==> src/hdl/cpwm_pkg.sv <==
// Constants shared by the compare and PWM unit.
package cpwm_pkg;

   localparam logic [3:0] CPWM_MODE_OFF     = 4'h0;
   localparam logic [3:0] CPWM_MODE_SWINT   = 4'hA;
   localparam logic [3:0] CPWM_MODE_SPECIAL = 4'hB;
   localparam logic [1:0] CPWM_PWM_MODE_HI  = 2'h3;
   localparam int         CPWM_DUTY_LO_POS  = 4;
   localparam int         CPWM_DUTY_LO_W    = 2;
   localparam logic [7:0] CPWM_CTRL_RESET   = 8'h00;
   localparam logic [7:0] CPWM_BYTE_RESET   = 8'h00;
   localparam logic [1:0] CPWM_PS_1         = 2'h0;
   localparam logic [1:0] CPWM_PS_4         = 2'h1;
   localparam logic [3:0] CPWM_PS4_LAST     = 4'h3;
   localparam logic [3:0] CPWM_PS16_LAST    = 4'hF;

   typedef enum logic [1:0] {
      CPWM_TRG_IDLE  = 2'b00,
      CPWM_TRG_ARMED = 2'b01,
      CPWM_TRG_DONE  = 2'b11
   } cpwm_trg_e;

endpackage : cpwm_pkg

==> src/hdl/cpwm_sync.sv <==
// Two flip-flop synchroniser for level inputs from outside the clock domain.
module cpwm_sync
   import cpwm_pkg::*;
#(
   parameter int W = 1
)(
   input  wire logic         clk,
   input  wire logic         rst_n,
   input  wire logic [W-1:0] d,
   output      logic [W-1:0] q
);

   logic [W-1:0] meta_r;

   always_ff @(posedge clk or negedge rst_n)
   begin
      if (!rst_n)
      begin
         meta_r <= '0;
         q      <= '0;
      end
      else
      begin
         meta_r <= d;
         q      <= meta_r;
      end
   end

endmodule : cpwm_sync

==> src/hdl/cpwm_unit.sv <==
// Compare and standard PWM unit with its interval-timer compare logic.
module cpwm_unit
   import cpwm_pkg::*;
(
   input  wire logic        CLOCK,
   input  wire logic        RESET_N,
   input  wire logic        SLEEP,
   input  wire logic        CTRL_WE,
   input  wire logic [7:0]  CTRL_WDATA,
   output      logic [7:0]  CTRL_RDATA,
   input  wire logic        DUTY_UPPER_WE,
   input  wire logic [7:0]  DUTY_UPPER_WDATA,
   output      logic [7:0]  DUTY_UPPER_RDATA,
   input  wire logic        DUTY_SHADOW_WE,
   input  wire logic [7:0]  DUTY_SHADOW_WDATA,
   output      logic [7:0]  DUTY_SHADOW_RDATA,
   input  wire logic [7:0]  PERIOD_LIMIT,
   input  wire logic [1:0]  PERIOD_PRESCALE_SEL,
   input  wire logic        PERIOD_COUNTER_ON,
   output      logic [7:0]  PERIOD_COUNT,
   output      logic        PERIOD_MATCH_PULSE,
   input  wire logic [15:0] INTERVAL_COUNT,
   input  wire logic        INTERVAL_TICK,
   input  wire logic        ADC_ENABLE,
   output      logic        EVENT_FLAG,
   input  wire logic        EVENT_FLAG_CLR,
   output      logic        INTERVAL_RESET,
   output      logic        INTERVAL_OVF_INHIBIT,
   output      logic        ADC_START,
   output      logic        SPECIAL_TRIGGER,
   input  wire logic        PIN_DIRECTION_BIT,
   input  wire logic        PORT_LATCH,
   output      logic        PIN_OUT,
   output      logic        PIN_OE_N,
   output      logic        PIN_OWNED
);

   ////////////////////////////////////////////////////////////////////////////////
   // Control and duty registers.

   logic [7:0]  ctrl_r;
   logic [7:0]  duty_upper_r;
   logic [7:0]  duty_shadow_r;
   logic [1:0]  duty_lo_latch_r;
   logic [3:0]  mode;
   logic        pwm_mode;
   logic        cmp_mode;
   logic        sleep_s;
   logic        tick_s;
   logic        period_wrap;
   logic        cmp_equal;
   logic        cmp_match;
   logic        cmp_match_d_r;

   // The timer tick and sleep come from other logic paced by a different source.
   cpwm_sync #(
      .W (2)
   ) u_sync (
      .clk   (CLOCK),
      .rst_n (RESET_N),
      .d     ({SLEEP, INTERVAL_TICK}),
      .q     ({sleep_s, tick_s})
   );

   assign mode     = ctrl_r[3:0];
   assign pwm_mode = (mode[3:2] == CPWM_PWM_MODE_HI);
   assign cmp_mode = (mode == CPWM_MODE_SWINT) || (mode == CPWM_MODE_SPECIAL);

   always_ff @(posedge CLOCK or negedge RESET_N)
   begin
      if (!RESET_N)
         ctrl_r <= CPWM_CTRL_RESET;
      else if (CTRL_WE)
         ctrl_r <= CTRL_WDATA;
   end

   always_ff @(posedge CLOCK or negedge RESET_N)
   begin
      if (!RESET_N)
         duty_upper_r <= CPWM_BYTE_RESET;
      else if (DUTY_UPPER_WE)
         duty_upper_r <= DUTY_UPPER_WDATA;
   end

   // The compare value is the shadow and upper pair; writes to the shadow are
   // refused while PWM owns it so the running duty cannot be disturbed.
   always_ff @(posedge CLOCK or negedge RESET_N)
   begin
      if (!RESET_N)
         duty_shadow_r <= CPWM_BYTE_RESET;
      else if (pwm_mode && period_wrap)
         duty_shadow_r <= duty_upper_r;
      else if (DUTY_SHADOW_WE && !pwm_mode)
         duty_shadow_r <= DUTY_SHADOW_WDATA;
   end

   // The hidden low-bit latch loads on the same wrap so both halves swap together.
   always_ff @(posedge CLOCK or negedge RESET_N)
   begin
      if (!RESET_N)
         duty_lo_latch_r <= 2'h0;
      else if (pwm_mode && period_wrap)
         duty_lo_latch_r <= ctrl_r[CPWM_DUTY_LO_POS +: CPWM_DUTY_LO_W];
   end

   assign CTRL_RDATA        = {2'h0, ctrl_r[5:0]};
   assign DUTY_UPPER_RDATA  = duty_upper_r;
   assign DUTY_SHADOW_RDATA = duty_shadow_r;

   ////////////////////////////////////////////////////////////////////////////////
   // Period timer with prescaler. The postscaler lives elsewhere and is unused here.

   logic [7:0]  period_cnt_r;
   logic [3:0]  presc_r;
   logic [1:0]  phase_r;
   logic        presc_last;
   logic        inc;
   logic        run;
   logic [9:0]  time_base;
   logic [9:0]  duty_buf;

   // Each phase step is one oscillator period; four make one instruction cycle.
   assign run = PERIOD_COUNTER_ON && !sleep_s;

   always_ff @(posedge CLOCK or negedge RESET_N)
   begin
      if (!RESET_N)
         phase_r <= 2'h0;
      else if (run)
         phase_r <= phase_r + 2'h1;
   end

   always_comb
   begin
      presc_last = 1'b1;
      unique case (PERIOD_PRESCALE_SEL)
         CPWM_PS_1:
            presc_last = 1'b1;
         CPWM_PS_4:
            presc_last = (presc_r == CPWM_PS4_LAST);
         2'h2, 2'h3:
            presc_last = (presc_r == CPWM_PS16_LAST);
      endcase
   end

   always_ff @(posedge CLOCK or negedge RESET_N)
   begin
      if (!RESET_N)
         presc_r <= 4'h0;
      else if (!PERIOD_COUNTER_ON)
         presc_r <= 4'h0;
      else if (run && phase_r == 2'h3)
         presc_r <= presc_last ? 4'h0 : presc_r + 4'h1;
   end

   assign inc         = run && (phase_r == 2'h3) && presc_last;
   assign period_wrap = inc && (period_cnt_r == PERIOD_LIMIT);

   // A limit lowered below the running count lets the counter pass 255 and wrap.
   always_ff @(posedge CLOCK or negedge RESET_N)
   begin
      if (!RESET_N)
         period_cnt_r <= CPWM_BYTE_RESET;
      else if (period_wrap)
         period_cnt_r <= CPWM_BYTE_RESET;
      else if (inc)
         period_cnt_r <= period_cnt_r + 8'h01;
   end

   assign PERIOD_COUNT       = period_cnt_r;
   assign PERIOD_MATCH_PULSE = period_wrap;

   ////////////////////////////////////////////////////////////////////////////////
   // PWM output. Comparison granularity is one oscillator period at 1:1, so the
   // resolution follows the period limit as log2(4(limit+1)) bits.

   always_comb
   begin
      time_base = {period_cnt_r, phase_r};
      unique case (PERIOD_PRESCALE_SEL)
         CPWM_PS_1:
            time_base = {period_cnt_r, phase_r};
         CPWM_PS_4:
            time_base = {period_cnt_r, presc_r[1:0]};
         2'h2, 2'h3:
            time_base = {period_cnt_r, presc_r[3:2]};
      endcase
   end

   assign duty_buf = {duty_shadow_r, duty_lo_latch_r};

   logic        pwm_out_r;
   logic        wrap_d_r;

   // The pin rises one cycle after the wrap, once the shadow holds the new duty.
   // The clear is registered too, so the high time stays exactly duty steps long.
   always_ff @(posedge CLOCK or negedge RESET_N)
   begin
      if (!RESET_N)
         wrap_d_r <= 1'b0;
      else
         wrap_d_r <= pwm_mode && period_wrap;
   end

   // A duty larger than the period never matches, so the pin simply stays high.
   always_ff @(posedge CLOCK or negedge RESET_N)
   begin
      if (!RESET_N)
         pwm_out_r <= 1'b0;
      else if (!pwm_mode)
         pwm_out_r <= 1'b0;
      else if (wrap_d_r)
         pwm_out_r <= (duty_buf != 10'h000);
      else if (run && time_base == duty_buf)
         pwm_out_r <= 1'b0;
   end

   ////////////////////////////////////////////////////////////////////////////////
   // Compare and special event trigger.

   cpwm_trg_e  trg_r;
   logic       cmp_out_r;
   logic       evt_r;
   logic       adc_r;
   logic       ireset_r;
   logic       strig_r;

   assign cmp_equal = (INTERVAL_COUNT == {duty_shadow_r, duty_upper_r});
   assign cmp_match = cmp_mode && !sleep_s && cmp_equal;

   // The trigger is armed on the match and the reset is only issued if the match
   // still holds at the next interval timer tick.
   always_ff @(posedge CLOCK or negedge RESET_N)
   begin
      if (!RESET_N)
         trg_r <= CPWM_TRG_IDLE;
      else
      begin
         unique case (trg_r)
            CPWM_TRG_IDLE:
               if (cmp_match && mode == CPWM_MODE_SPECIAL)
                  trg_r <= CPWM_TRG_ARMED;
            CPWM_TRG_ARMED:
               if (!cmp_match)
                  trg_r <= CPWM_TRG_IDLE;
               else if (tick_s)
                  trg_r <= CPWM_TRG_DONE;
            CPWM_TRG_DONE:
               if (!cmp_match)
                  trg_r <= CPWM_TRG_IDLE;
            default:
               trg_r <= CPWM_TRG_IDLE;
         endcase
      end
   end

   // The trigger leaves on the edge at which the match is first seen.
   always_ff @(posedge CLOCK or negedge RESET_N)
   begin
      if (!RESET_N)
         strig_r <= 1'b0;
      else
         strig_r <= (trg_r == CPWM_TRG_IDLE) && cmp_match
                    && (mode == CPWM_MODE_SPECIAL);
   end

   // A disabled converter gets no start, yet the trigger and timer reset still run.
   always_ff @(posedge CLOCK or negedge RESET_N)
   begin
      if (!RESET_N)
         adc_r <= 1'b0;
      else
         adc_r <= (trg_r == CPWM_TRG_IDLE) && cmp_match
                  && (mode == CPWM_MODE_SPECIAL) && ADC_ENABLE;
   end

   // The reset is only issued while the match still stands at the timer tick.
   always_ff @(posedge CLOCK or negedge RESET_N)
   begin
      if (!RESET_N)
         ireset_r <= 1'b0;
      else
         ireset_r <= (trg_r == CPWM_TRG_ARMED) && cmp_match && tick_s;
   end

   // Hardware set wins over a same-cycle software clear.
   always_ff @(posedge CLOCK or negedge RESET_N)
   begin
      if (!RESET_N)
         evt_r <= 1'b0;
      else if (cmp_match && !cmp_match_d_r)
         evt_r <= 1'b1;
      else if (EVENT_FLAG_CLR)
         evt_r <= 1'b0;
   end

   always_ff @(posedge CLOCK or negedge RESET_N)
   begin
      if (!RESET_N)
         cmp_match_d_r <= 1'b0;
      else
         cmp_match_d_r <= cmp_match;
   end

   // Compare output latch; neither compare mode here drives it, and a cleared
   // control register forces it low whatever the port latch holds.
   always_ff @(posedge CLOCK or negedge RESET_N)
   begin
      if (!RESET_N)
         cmp_out_r <= 1'b0;
      else if (mode == CPWM_MODE_OFF)
         cmp_out_r <= 1'b0;
   end

   assign EVENT_FLAG           = evt_r;
   assign SPECIAL_TRIGGER      = strig_r;
   assign ADC_START            = adc_r;
   assign INTERVAL_RESET       = ireset_r;
   assign INTERVAL_OVF_INHIBIT = ireset_r;

   ////////////////////////////////////////////////////////////////////////////////
   // Pin ownership. Only PWM takes the pin; the two compare modes leave it.

   always_comb
   begin
      PIN_OWNED = pwm_mode;
      PIN_OE_N  = PIN_DIRECTION_BIT;
      if (pwm_mode)
         PIN_OUT = pwm_out_r;
      else if (mode == CPWM_MODE_OFF)
         PIN_OUT = PORT_LATCH;
      else
         PIN_OUT = cmp_out_r | PORT_LATCH;
   end

endmodule : cpwm_unit

==> config.mk <==
export PLATFORM = sky130hd
export DESIGN_NAME = cpwm_unit
export DESIGN_NICKNAME = d
export VERILOG_FILES = /design/src/hdl/cpwm_pkg.sv /design/src/hdl/cpwm_sync.sv /design/src/hdl/cpwm_unit.sv
export SDC_FILE = /design/constraint.sdc
export NUM_CORES = 1
export LEC_CHECK = 0
export CAP_MARGIN = 10
export CORE_UTILIZATION = 50
export CTS_CLUSTER_DIAMETER = 60
export DETAILED_ROUTE_END_ITERATION = 8
export DONT_BUFFER_PORTS = 1
export GPL_TIMING_DRIVEN = 0
export SLEW_MARGIN = 20
export SYNTH_ARGS = -nofsm -noshare
export SYNTH_HDL_FRONTEND = slang
export SYNTH_HIERARCHICAL = 1
export SYNTH_SLANG_ARGS = --single-unit
==> constraint.sdc <==
create_clock -name CLOCK -period 2.7 [get_ports CLOCK]
set_input_delay 0.405 -clock CLOCK [delete_from_list [all_inputs] [get_ports CLOCK]]
set_output_delay 0.405 -clock CLOCK [all_outputs]
set_load 0.03 [all_outputs]
# Yosys cells after proc, flatten, opt, wreduce, memory -nomap -nowiden
# Index checks and enable logic that the tools add are counted.
# classes
n_addsub	3
eq_ne	19
muxes	20
n_reduce_logical	28
# ops
cell	n
$mux 8	4
$pmux 10 s3	1
$eq 16x16->1	1
$logic_and 1x1->1	16
$eq 4x4->1 const B	3
$mux 4	3
$eq 10x10->1	1
$eq 2x2->1 const B	5
$reduce_bool 10->1	1
$add 8x1->8 const B	1
$eq 8x8->1	1
$mux 2	4
$mux 1	6
$pmux 2 s3	1
$reduce_bool 2->1	3
$add 4x1->4 const B	1
$eq 2x1->1 const B	2
$eq 4x2->1 const B	1
$logic_not 2->1	2
$ne 2x2->1 const B	2
$logic_not 1->1	3
$ne 3x1->1 const B	1
$ne 3x2->1 const B	1
$pmux 1 s3	1
5 further kinds	5
# totals
regBits	51
inputBits	62
output_inout_bits	41
elab_cells	87

# Longest topological paths before layout
# Gate-level depths: netlist of run 1.
# logic_depth
word_depth	8
ltp_mapped	7
depth_no_buf	5

# By module
# The synthesis of run 1 kept the hierarchy.
# modules_own_cells
mod	n_inst	cells_per_inst	area_each_um2	seq_area_each_um2
cpwm_unit	1	265	2663.8	1176.1
cpwm_sync	1	4	100.1	100.1

# Least setup slack after synthesis of run 1
# Ideal clock, no wire load.
# synth_path
path_kind	in2out
start	in PERIOD_PRESCALE_SEL[1]
end	out PERIOD_MATCH_PULSE
arrival_ns	1.959
required_ns	2.295
slack_ns	0.336
path_stages	5
path_buffers	1
path_cell_list	clkbuf_1 -> ha_1 -> nor3b_4 -> o21ai_2 -> nor3_2
# synth_between
elab_chain_cells	5
elab_cells_between_ends	8
classes_between	3 x eq/ne; 1 x mux; 4 x reduce/logical
# synth_lines
item	line_no	rtl
from (decl)	cpwm_unit.sv:18	input wire logic [1:0] PERIOD_PRESCALE_SEL,
$eq 2x2->1	cpwm_unit.sv:136	unique case (PERIOD_PRESCALE_SEL)
$reduce_or 2->1	cpwm_unit.sv:136	
$pmux 1 s3 (*)	cpwm_unit.sv:136	
$logic_and 1x1->1 (*)	cpwm_unit.sv:156	assign inc = run && (phase_r == 2'h3) && presc_last;
$logic_and 1x1->1 (*)	cpwm_unit.sv:157	assign period_wrap = inc && (period_cnt_r == PERIOD_LIMIT);
to (decl)	cpwm_unit.sv:21	output logic PERIOD_MATCH_PULSE,
# Mark *: on every way between the ends. The rest lies on a longest branch, timed or not.

# Worst setup path after layout of run 1
# layout_path
start	reg presc_r[3]
end	out PERIOD_MATCH_PULSE
# layout_between
elab_chain_cells	4
elab_cells_between_ends	5
classes_between	2 x eq/ne; 1 x mux; 2 x reduce/logical
# layout_lines
item	line_no	rtl
from (decl)	cpwm_unit.sv:114	logic [3:0] presc_r;
from (signal assigned)	cpwm_unit.sv:153	presc_r <= presc_last ? 4'h0 : presc_r + 4'h1;
$eq 4x4->1 / $eq 4x2->1 (equally long branches)	cpwm_unit.sv:142, cpwm_unit.sv:140	
$pmux 1 s3 (*)	cpwm_unit.sv:136	
$logic_and 1x1->1 (*)	cpwm_unit.sv:156	
$logic_and 1x1->1 (*)	cpwm_unit.sv:157	
# Marks and branches as above.

==> impl_metrics.json, run 1 <==
{
  "fin_area_um2": 3048,
  "synth_cell_type_count": 52,
  "maxSlewViolCount": 0,
  "drtPass1Iterations": 4,
  "clock_latency_ns": 0.30,
  "synth_top_area_cell": "dfrtp_1",
  "critical_path_buf_inv_count": 0,
  "cts_made_buffers": 5,
  "p_leak_nw": 1.321,
  "crit_chain": "ha_1, nor3b_4, o21ai_2, nor3_4",
  "synthTopCellsByCount": "dfrtp_1 (51), inv_1 (24), nand2_1 (19), nor2_1 (19)",
  "synth_edf_count": 0,
  "cts-root-buf": "clkbuf_8",
  "grt_use_total": 0.2195,
  "switching_share": 0.3197,
  "initial_core_util": 0.5310,
  "gp_congestion": 0.8107,
  "worst_pin_slew_ns": 0.5230,
  "setup_viol_count_final": 0,
  "crit_slowest_cell": "nor3_4",
  "synth_top_area_share": 0.4617,
  "end_kind": "output pin",
  "synth.most_common_cell": "dfrtp_1",
  "grt.overflow.total": 0,
  "cts_sinks": 51,
  "die-area_um2": 5829,
  "tns_ns": 0,
  "cp_max_fo": 9,
  "max_freq_mhz": 390.4,
  "seq_area_um2": 1276,
  "p_int_mw": 1.354,
  "finClkSkew_ns": 0.006526,
  "p_clk_frac": 0.319,
  "start_kind": "register",
  "ios": 103,
  "htree_levels": 2,
  "pwr-share-comb": 0.154,
  "fin_crit_ns": 2.561,
  "post_cts_buffers": 0,
  "net-switching-power_uw": 636.3,
  "nNetsFinal": 347,
  "synth_warnings": 6,
  "vias_per_cell": 5.701,
  "critical_path_class": "register to output pin",
  "syn_avg_cell_area_um2": 10.27,
  "final_antenna_net_count": 0,
  "outcome": "completed",
  "diodes": 0,
  "design.core.area_um2": 5205,
  "die_h_um": 76.35,
  "ys_seq_area_frac": 0.4617,
  "synthesis.area_um2": 2764,
  "synth_seq_cells": 51,
  "drt-initial-drc-count": 163,
  "cts_tree": "done",
  "ys_async_sr_fraction": 1.000,
  "seqPwrFrac": 0.527,
  "dpl.hpwl_um": 4540,
  "drive_above_1_share": 0.1423,
  "synth.top_cells.by_area": "dfrtp_1 (46%), xnor2_1 (5.4%), xor2_1 (4.8%), mux2_2 (4.1%), inv_1 (3.3%)",
  "grt_pass1_wl_um": 9984,
  "min_path_type": "input pin to register",
  "grt_pass1_vias": 1990,
  "relSlewSlack": 0.6513,
  "post_dp_cell_area_um2": 2855,
  "fin_crit_sh": 0.9487,
  "power.density_nw_per_um2": 653.0,
  "rows": 26,
  "grt_max_degree": 52,
  "utilization": 0.5856,
  "path_clk_slew_ns": 0.10,
  "fillers": 490,
  "max_stage_delay_ns": 0.48,
  "arrival_ns": 2.16,
  "worstPathRequired_ns": 2.30,
  "routed_wl_um": 6079,
  "wl_per_cell_um": 17.32,
  "clk_path_buf_depth": 2,
  "synth_flop_cell": "dfrtp_1",
  "finalHoldViolations": 0,
  "io_buffers": 0,
  "area_growth_pct": 10.28,
  "max_cap_viol_count": 0,
  "die_x_um": 76.35,
  "drc": 0,
  "vias": 2001,
  "peakVddDrop_mv": 0.4238,
  "cpLargestDelayFamily": "simple AND/OR/NAND/NOR gates",
  "antenna_found_initial": 0,
  "multi_input_area_um2": 1345,
  "rsz0062_at_grt": "no",
  "synthCells": 269
}
-- worst register-to-register path, stage by stage, from the launching register on --
cell and delay, ns:
dfrtp_1 0.41, ha_1 0.33, nor3b_4 0.41, o21ai_2 0.22, nor4_2 0.38, buf_2 0.30
mux2_2 0.36
-- layer usage --
layer / part of all wire / track usage / vias up
li1: - / - / 964
met1: 0.46 / 0.3124 / 947
met2: 0.45 / 0.3288 / 86
met3: 0.083 / 0.06946 / 4
met4: 0.0066 / 0.04615 / 0
met5: 0 / 0 / -
-- area by class of cell --
cell class | count | area share
buffer | 13 | 0.02463
clock inverter | 3 | 0.02217
timing repair buffer | 2 | 0.01232
sequential | 51 | 0.4187
inverter | 24 | 0.02956
multi-input combinational | 183 | 0.4413
tap | 70 | 0.02874
clock buffer | 5 | 0.02258
-- flip-flops by register name, indices dropped and copies added (netlist names) --
name / cells
phase_r: 2
cmp_match_d_r: 1
ctrl_r: 6
duty_lo_latch_r: 2
EVENT_FLAG: 1
trg_r: 2
u_sync/meta_r: 2
SPECIAL_TRIGGER: 1
u_sync/q: 2
pwm_out_r: 1
presc_r: 4
ADC_START: 1
PERIOD_COUNT: 8
DUTY_SHADOW_RDATA: 8
INTERVAL_OVF_INHIBIT: 1
DUTY_UPPER_RDATA: 8
wrap_d_r: 1
-- path summary, 6_finish.rpt --
path                                       startpoint                                to  slack [ns]  depth (start not counted)
setup / recovery               presc_r[3]$_DFFE_PN0P_                PERIOD_MATCH_PULSE        0.14                          4
max in group asynchronous                     RESET_N  DUTY_SHADOW_RDATA[3]$_DFFE_PN0P_        1.85                          2
hold reg to reg            u_sync/meta_r[0]$_DFF_PN0_             u_sync/q[0]$_DFF_PN0_        0.36                          0
hold / removal                                  SLEEP        u_sync/meta_r[1]$_DFF_PN0_        0.12                          0
min in group asynchronous                     RESET_N    duty_lo_latch_r[0]$_DFFE_PN0P_        0.64                          2
setup reg to reg               presc_r[3]$_DFFE_PN0P_    duty_lo_latch_r[0]$_DFFE_PN0P_        0.19                          6
-- cell usage in the layout (no fill, tap or decap), types with 8 or more instances in the layout --
cell type	netlist	final
dfrtp_1	51	51
inv_1	24	24
a221oi_1	8	8
xnor2_1	17	17
xor2_1	15	15
o21ai_0	17	17
mux2_2	10	10
nor2b_1	8	8
nor2_1	19	19
nand2_1	19	19
-- per-stage QoR --
step                      worst slack (ns)  power (mW)  hold slack, ns  std cells
final                               0.1385       1.990          0.1170        351
after global routing               0.01641       2.086         0.09920        351
after CTS                          0.03106       2.000          0.1114        350
after detailed placement           0.02663       1.348          0.1111        340
after global placement             0.07156       1.340          0.1106        340
after floorplan                     0.3357       1.268          0.1094        270
-- what timing repair did --
action	in CTS	in global routing
endpoints found under the setup margin	1	1
cloned	0	1
hold buffers	2	0
pin swaps	0	1
endpoints found under the hold margin	51	0
gates resized for setup	1	4
-- kinds of logic after synthesis --
| group | share of synthesized area |
|---|---|
| AO/OA/AOI/OAI | 0.1313 |
| XOR/XNOR | 0.1014 |
| adder cells (fa/ha/maj) | 0.02263 |
| buffers and inverters | 0.05885 |
| flip-flops | 0.4617 |
| multiplexers | 0.04074 |
| other | 0.001357 |
| AND/OR/NAND/NOR | 0.1820 |
-- power groups by stage --
| stage | Clock [mW] | Combinational [mW] | Sequential (mW) |
|---|---|---|---|
| after floorplan | 0 | 0.242 | 1.03 |
| after global placement | 0 | 0.276 | 1.06 |
| after detailed placement | 0 | 0.283 | 1.07 |
| after CTS | 0.644 | 0.307 | 1.05 |
| after global routing | 0.671 | 0.350 | 1.06 |
| final | 0.635 | 0.306 | 1.05 |
No activity file was read; power rests on OpenSTA's default activity.
==> run 2: changes to the inputs <==
--- a/config.mk
+++ b/config.mk
@@ -5,6 +5,7 @@
 export SDC_FILE = /design/constraint.sdc
 export NUM_CORES = 1
 export LEC_CHECK = 0
+export ABC_AREA = 1
 export CAP_MARGIN = 10
 export CORE_UTILIZATION = 50
 export CTS_CLUSTER_DIAMETER = 60
==> impl_metrics.json, run 2 <==
{
  "ys_seq_area_frac": 0.4208,
  "finClkSkew_ns": 0.01225,
  "cp_max_fo": 8,
  "path_clk_slew_ns": 0.10,
  "p_leak_nw": 1.778,
  "r2r_start": "ctrl_r[3]$_DFFE_PN0P_",
  "clk_path_buf_depth": 2,
  "drive_above_1_share": 0.09647,
  "die_h_um": 79.89,
  "grt.overflow.total": 0,
  "synthTopCellsByCount": "nand2_1 (115), inv_1 (71), dfrtp_1 (51), nand3_1 (35), nor2_1 (32)",
  "finalHoldViolations": 0,
  "syn_avg_cell_area_um2": 7.326,
  "max_stage_delay_ns": 0.53,
  "die-area_um2": 6382,
  "seqPwrFrac": 0.508,
  "drt-initial-drc-count": 93,
  "wl_per_cell_um": 14.62,
  "nNetsFinal": 491,
  "net-switching-power_mw": 1.009,
  "synthesis.area_um2": 3033,
  "rows": 28,
  "reg2reg_depth": 5,
  "final_common_cell": "nand2_1",
  "design.core.area_um2": 5886,
  "synth_flop_cell": "dfrtp_1",
  "cts-root-buf": "clkbuf_8",
  "routed_wl_um": 7309,
  "ios": 103,
  "diodes": 0,
  "cpLargestDelayFamily": "simple AND/OR/NAND/NOR gates",
  "fin_crit_sh": 0.9260,
  "drtPass1Iterations": 4,
  "grt_pass1_wl_um": 11520,
  "grt_pass1_vias": 2505,
  "min_to": "u_sync/meta_r[0]$_DFF_PN0_",
  "p_clk_frac": 0.230,
  "critical_path_buf_inv_count": 3,
  "peakVddDrop_mv": 0.3530,
  "synth.most_common_cell": "nand2_1",
  "cts_tree": "done",
  "post_dp_cell_area_um2": 3131,
  "tns_ns": 0,
  "ys_async_sr_fraction": 1.000,
  "area_growth_pct": 8.210,
  "r2r_end": "DUTY_SHADOW_RDATA[3]$_DFFE_PN0P_",
  "htree_levels": 2,
  "fin_area_um2": 3282,
  "arrival_ns": 2.10,
  "gp_congestion": 0.8314,
  "crit_chain": "buf_4, inv_2, nand2_1, nand2_1, nor2_2, nand3_1, nor2_1, nand2_1, inv_1",
  "fin_crit_ns": 2.500,
  "layout_common_cells": "nand2_1 (115), inv_1 (71), dfrtp_1 (50)",
  "relSlewSlack": 0.3858,
  "synth_cell_type_count": 33,
  "max_cap_viol_count": 0,
  "antenna_found_initial": 0,
  "post_cts_buffers": 0,
  "synth_top_area_cell": "dfrtp_1",
  "rrSetupSlack_ns": 0.69,
  "io_buffers": 0,
  "final_antenna_net_count": 0,
  "holdWs_ns": 0.1077,
  "synthCells": 414,
  "switching_share": 0.4237,
  "die_x_um": 79.89,
  "hold_depth": 0,
  "synth_edf_count": 0,
  "outcome": "completed",
  "worst_pin_slew_ns": 0.9116,
  "vias_per_cell": 5.246,
  "p_int_mw": 1.372,
  "synth_seq_cells": 51,
  "vias": 2623,
  "synth_warnings": 6,
  "rsz0062_at_grt": "no",
  "synth_top_area_share": 0.4208,
  "clock_latency_ns": 0.31,
  "setup_viol_count_final": 0,
  "power.density_nw_per_um2": 725.4,
  "worstPathRequired_ns": 2.30,
  "crit_slowest_cell": "dfrtp_1",
  "end_kind": "output pin",
  "min_path_type": "input pin to register",
  "max_freq_mhz": 399.9,
  "initial_core_util": 0.5153,
  "start_kind": "register",
  "critical_path_class": "register to output pin",
  "drc": 0,
  "min_from": "INTERVAL_TICK",
  "grt_use_total": 0.2393,
  "dpl.hpwl_um": 5526,
  "cts_sinks": 51,
  "maxSlewViolCount": 0,
  "synth.top_cells.by_area": "dfrtp_1 (42%), nand2_1 (14%), inv_1 (8.8%), nand3_1 (5.8%), o21ai_0 (4.1%)",
  "grt_max_degree": 52,
  "pwr-share-comb": 0.262,
  "cts_made_buffers": 5,
  "crit_top_cell": "nand2_1"
}
-- run 2: cell types whose count changed after synthesis, moves of 8 or more --
cell / previous run / this run
nor2b_1: 8 / 0
nand3_1: 2 / 35
nor2_1: 19 / 32
nand2_1: 19 / 115
xor2_1: 15 / 7
xnor2_1: 17 / 5
inv_1: 24 / 71
a221oi_1: 8 / 0
o21ai_0: 17 / 25
-- run 2: cells by family after synthesis --
| kind of cell | after synthesis | share of synthesized area |
|---|---|---|
| AO/OA/AOI/OAI | 38 | 0.07013 |
| XOR/XNOR | 12 | 0.03465 |
| adder cells (fa/ha/maj) | 5 | 0.02063 |
| buffers and inverters | 88 | 0.1192 |
| flip-flops | 51 | 0.4208 |
| multiplexers | 4 | 0.01485 |
| other | 1 | 0.001236 |
| AND/OR/NAND/NOR | 215 | 0.3185 |
-- run 2: power by group through the flow --
stage / clock network (mW) / registers, mW / logic, mW
2_1_floorplan: 0 / 1.18 / 0.492
3_3_place_gp: 0 / 1.23 / 0.582
3_5_place_dp: 0 / 1.23 / 0.598
4_1_cts: 0.558 / 1.21 / 0.624
5_1_grt: 0.591 / 1.23 / 0.723
6_report: 0.547 / 1.21 / 0.624
-- run 2: layer usage --
metal,vias up,global-route usage,wire (µm)
met5,-,0,0
met4,0,0.06786,105
met3,8,0.05714,467
met2,86,0.4068,3346
met1,1216,0.3011,3390
li1,1313,-,-
-- run 2: stage by stage --
step                      utilization  std cells  worst slack [ns]  power [mW]
after floorplan                     -        415            0.7357       1.668
after global routing           0.5576        500          0.007508       2.544
after detailed placement       0.5319        490            0.5305       1.825
after CTS                      0.5574        500            0.1804       2.394
final                          0.5576        500            0.1997       2.381
after global placement         0.5319        490            0.5286       1.807
-- run 2: timing repair --
action | CTS | global route
endpoints found under the setup margin | 0 | 1
gates resized for setup | 0 | 1
endpoints found under the hold margin | 51 | 0
hold buffers | 2 | 0
-- run 2: worst reg2reg max path: cells and delay by family (launching register included) --
family,cells,cell delay [ns]
buf+inv,2,0.84
flops,1,0.56
simple gates,3,0.55
-- run 2: layout make-up --
class	count	area (µm²)
buffer	12	76.32
clock buffer	5	68.82
clock inverter	3	43.79
fill	567	2604
inverter	76	285.3
multi-input combinational	276	1399
sequential	51	1277
tap	75	93.84
timing repair buffer	2	37.54
-- run 2: worst max path at each step --
stage                                startpoint            endpoint  cells past startpoint
floorplan                PERIOD_PRESCALE_SEL[1]  PERIOD_MATCH_PULSE                      9
global placement         PERIOD_PRESCALE_SEL[1]  PERIOD_MATCH_PULSE                      9
detailed placement       PERIOD_PRESCALE_SEL[1]  PERIOD_MATCH_PULSE                      9
CTS                 PERIOD_COUNT[5]$_DFFE_PN0P_  PERIOD_MATCH_PULSE                      8
global route        PERIOD_COUNT[4]$_DFFE_PN0P_  PERIOD_MATCH_PULSE                      9
finish              PERIOD_COUNT[4]$_DFFE_PN0P_  PERIOD_MATCH_PULSE                      9
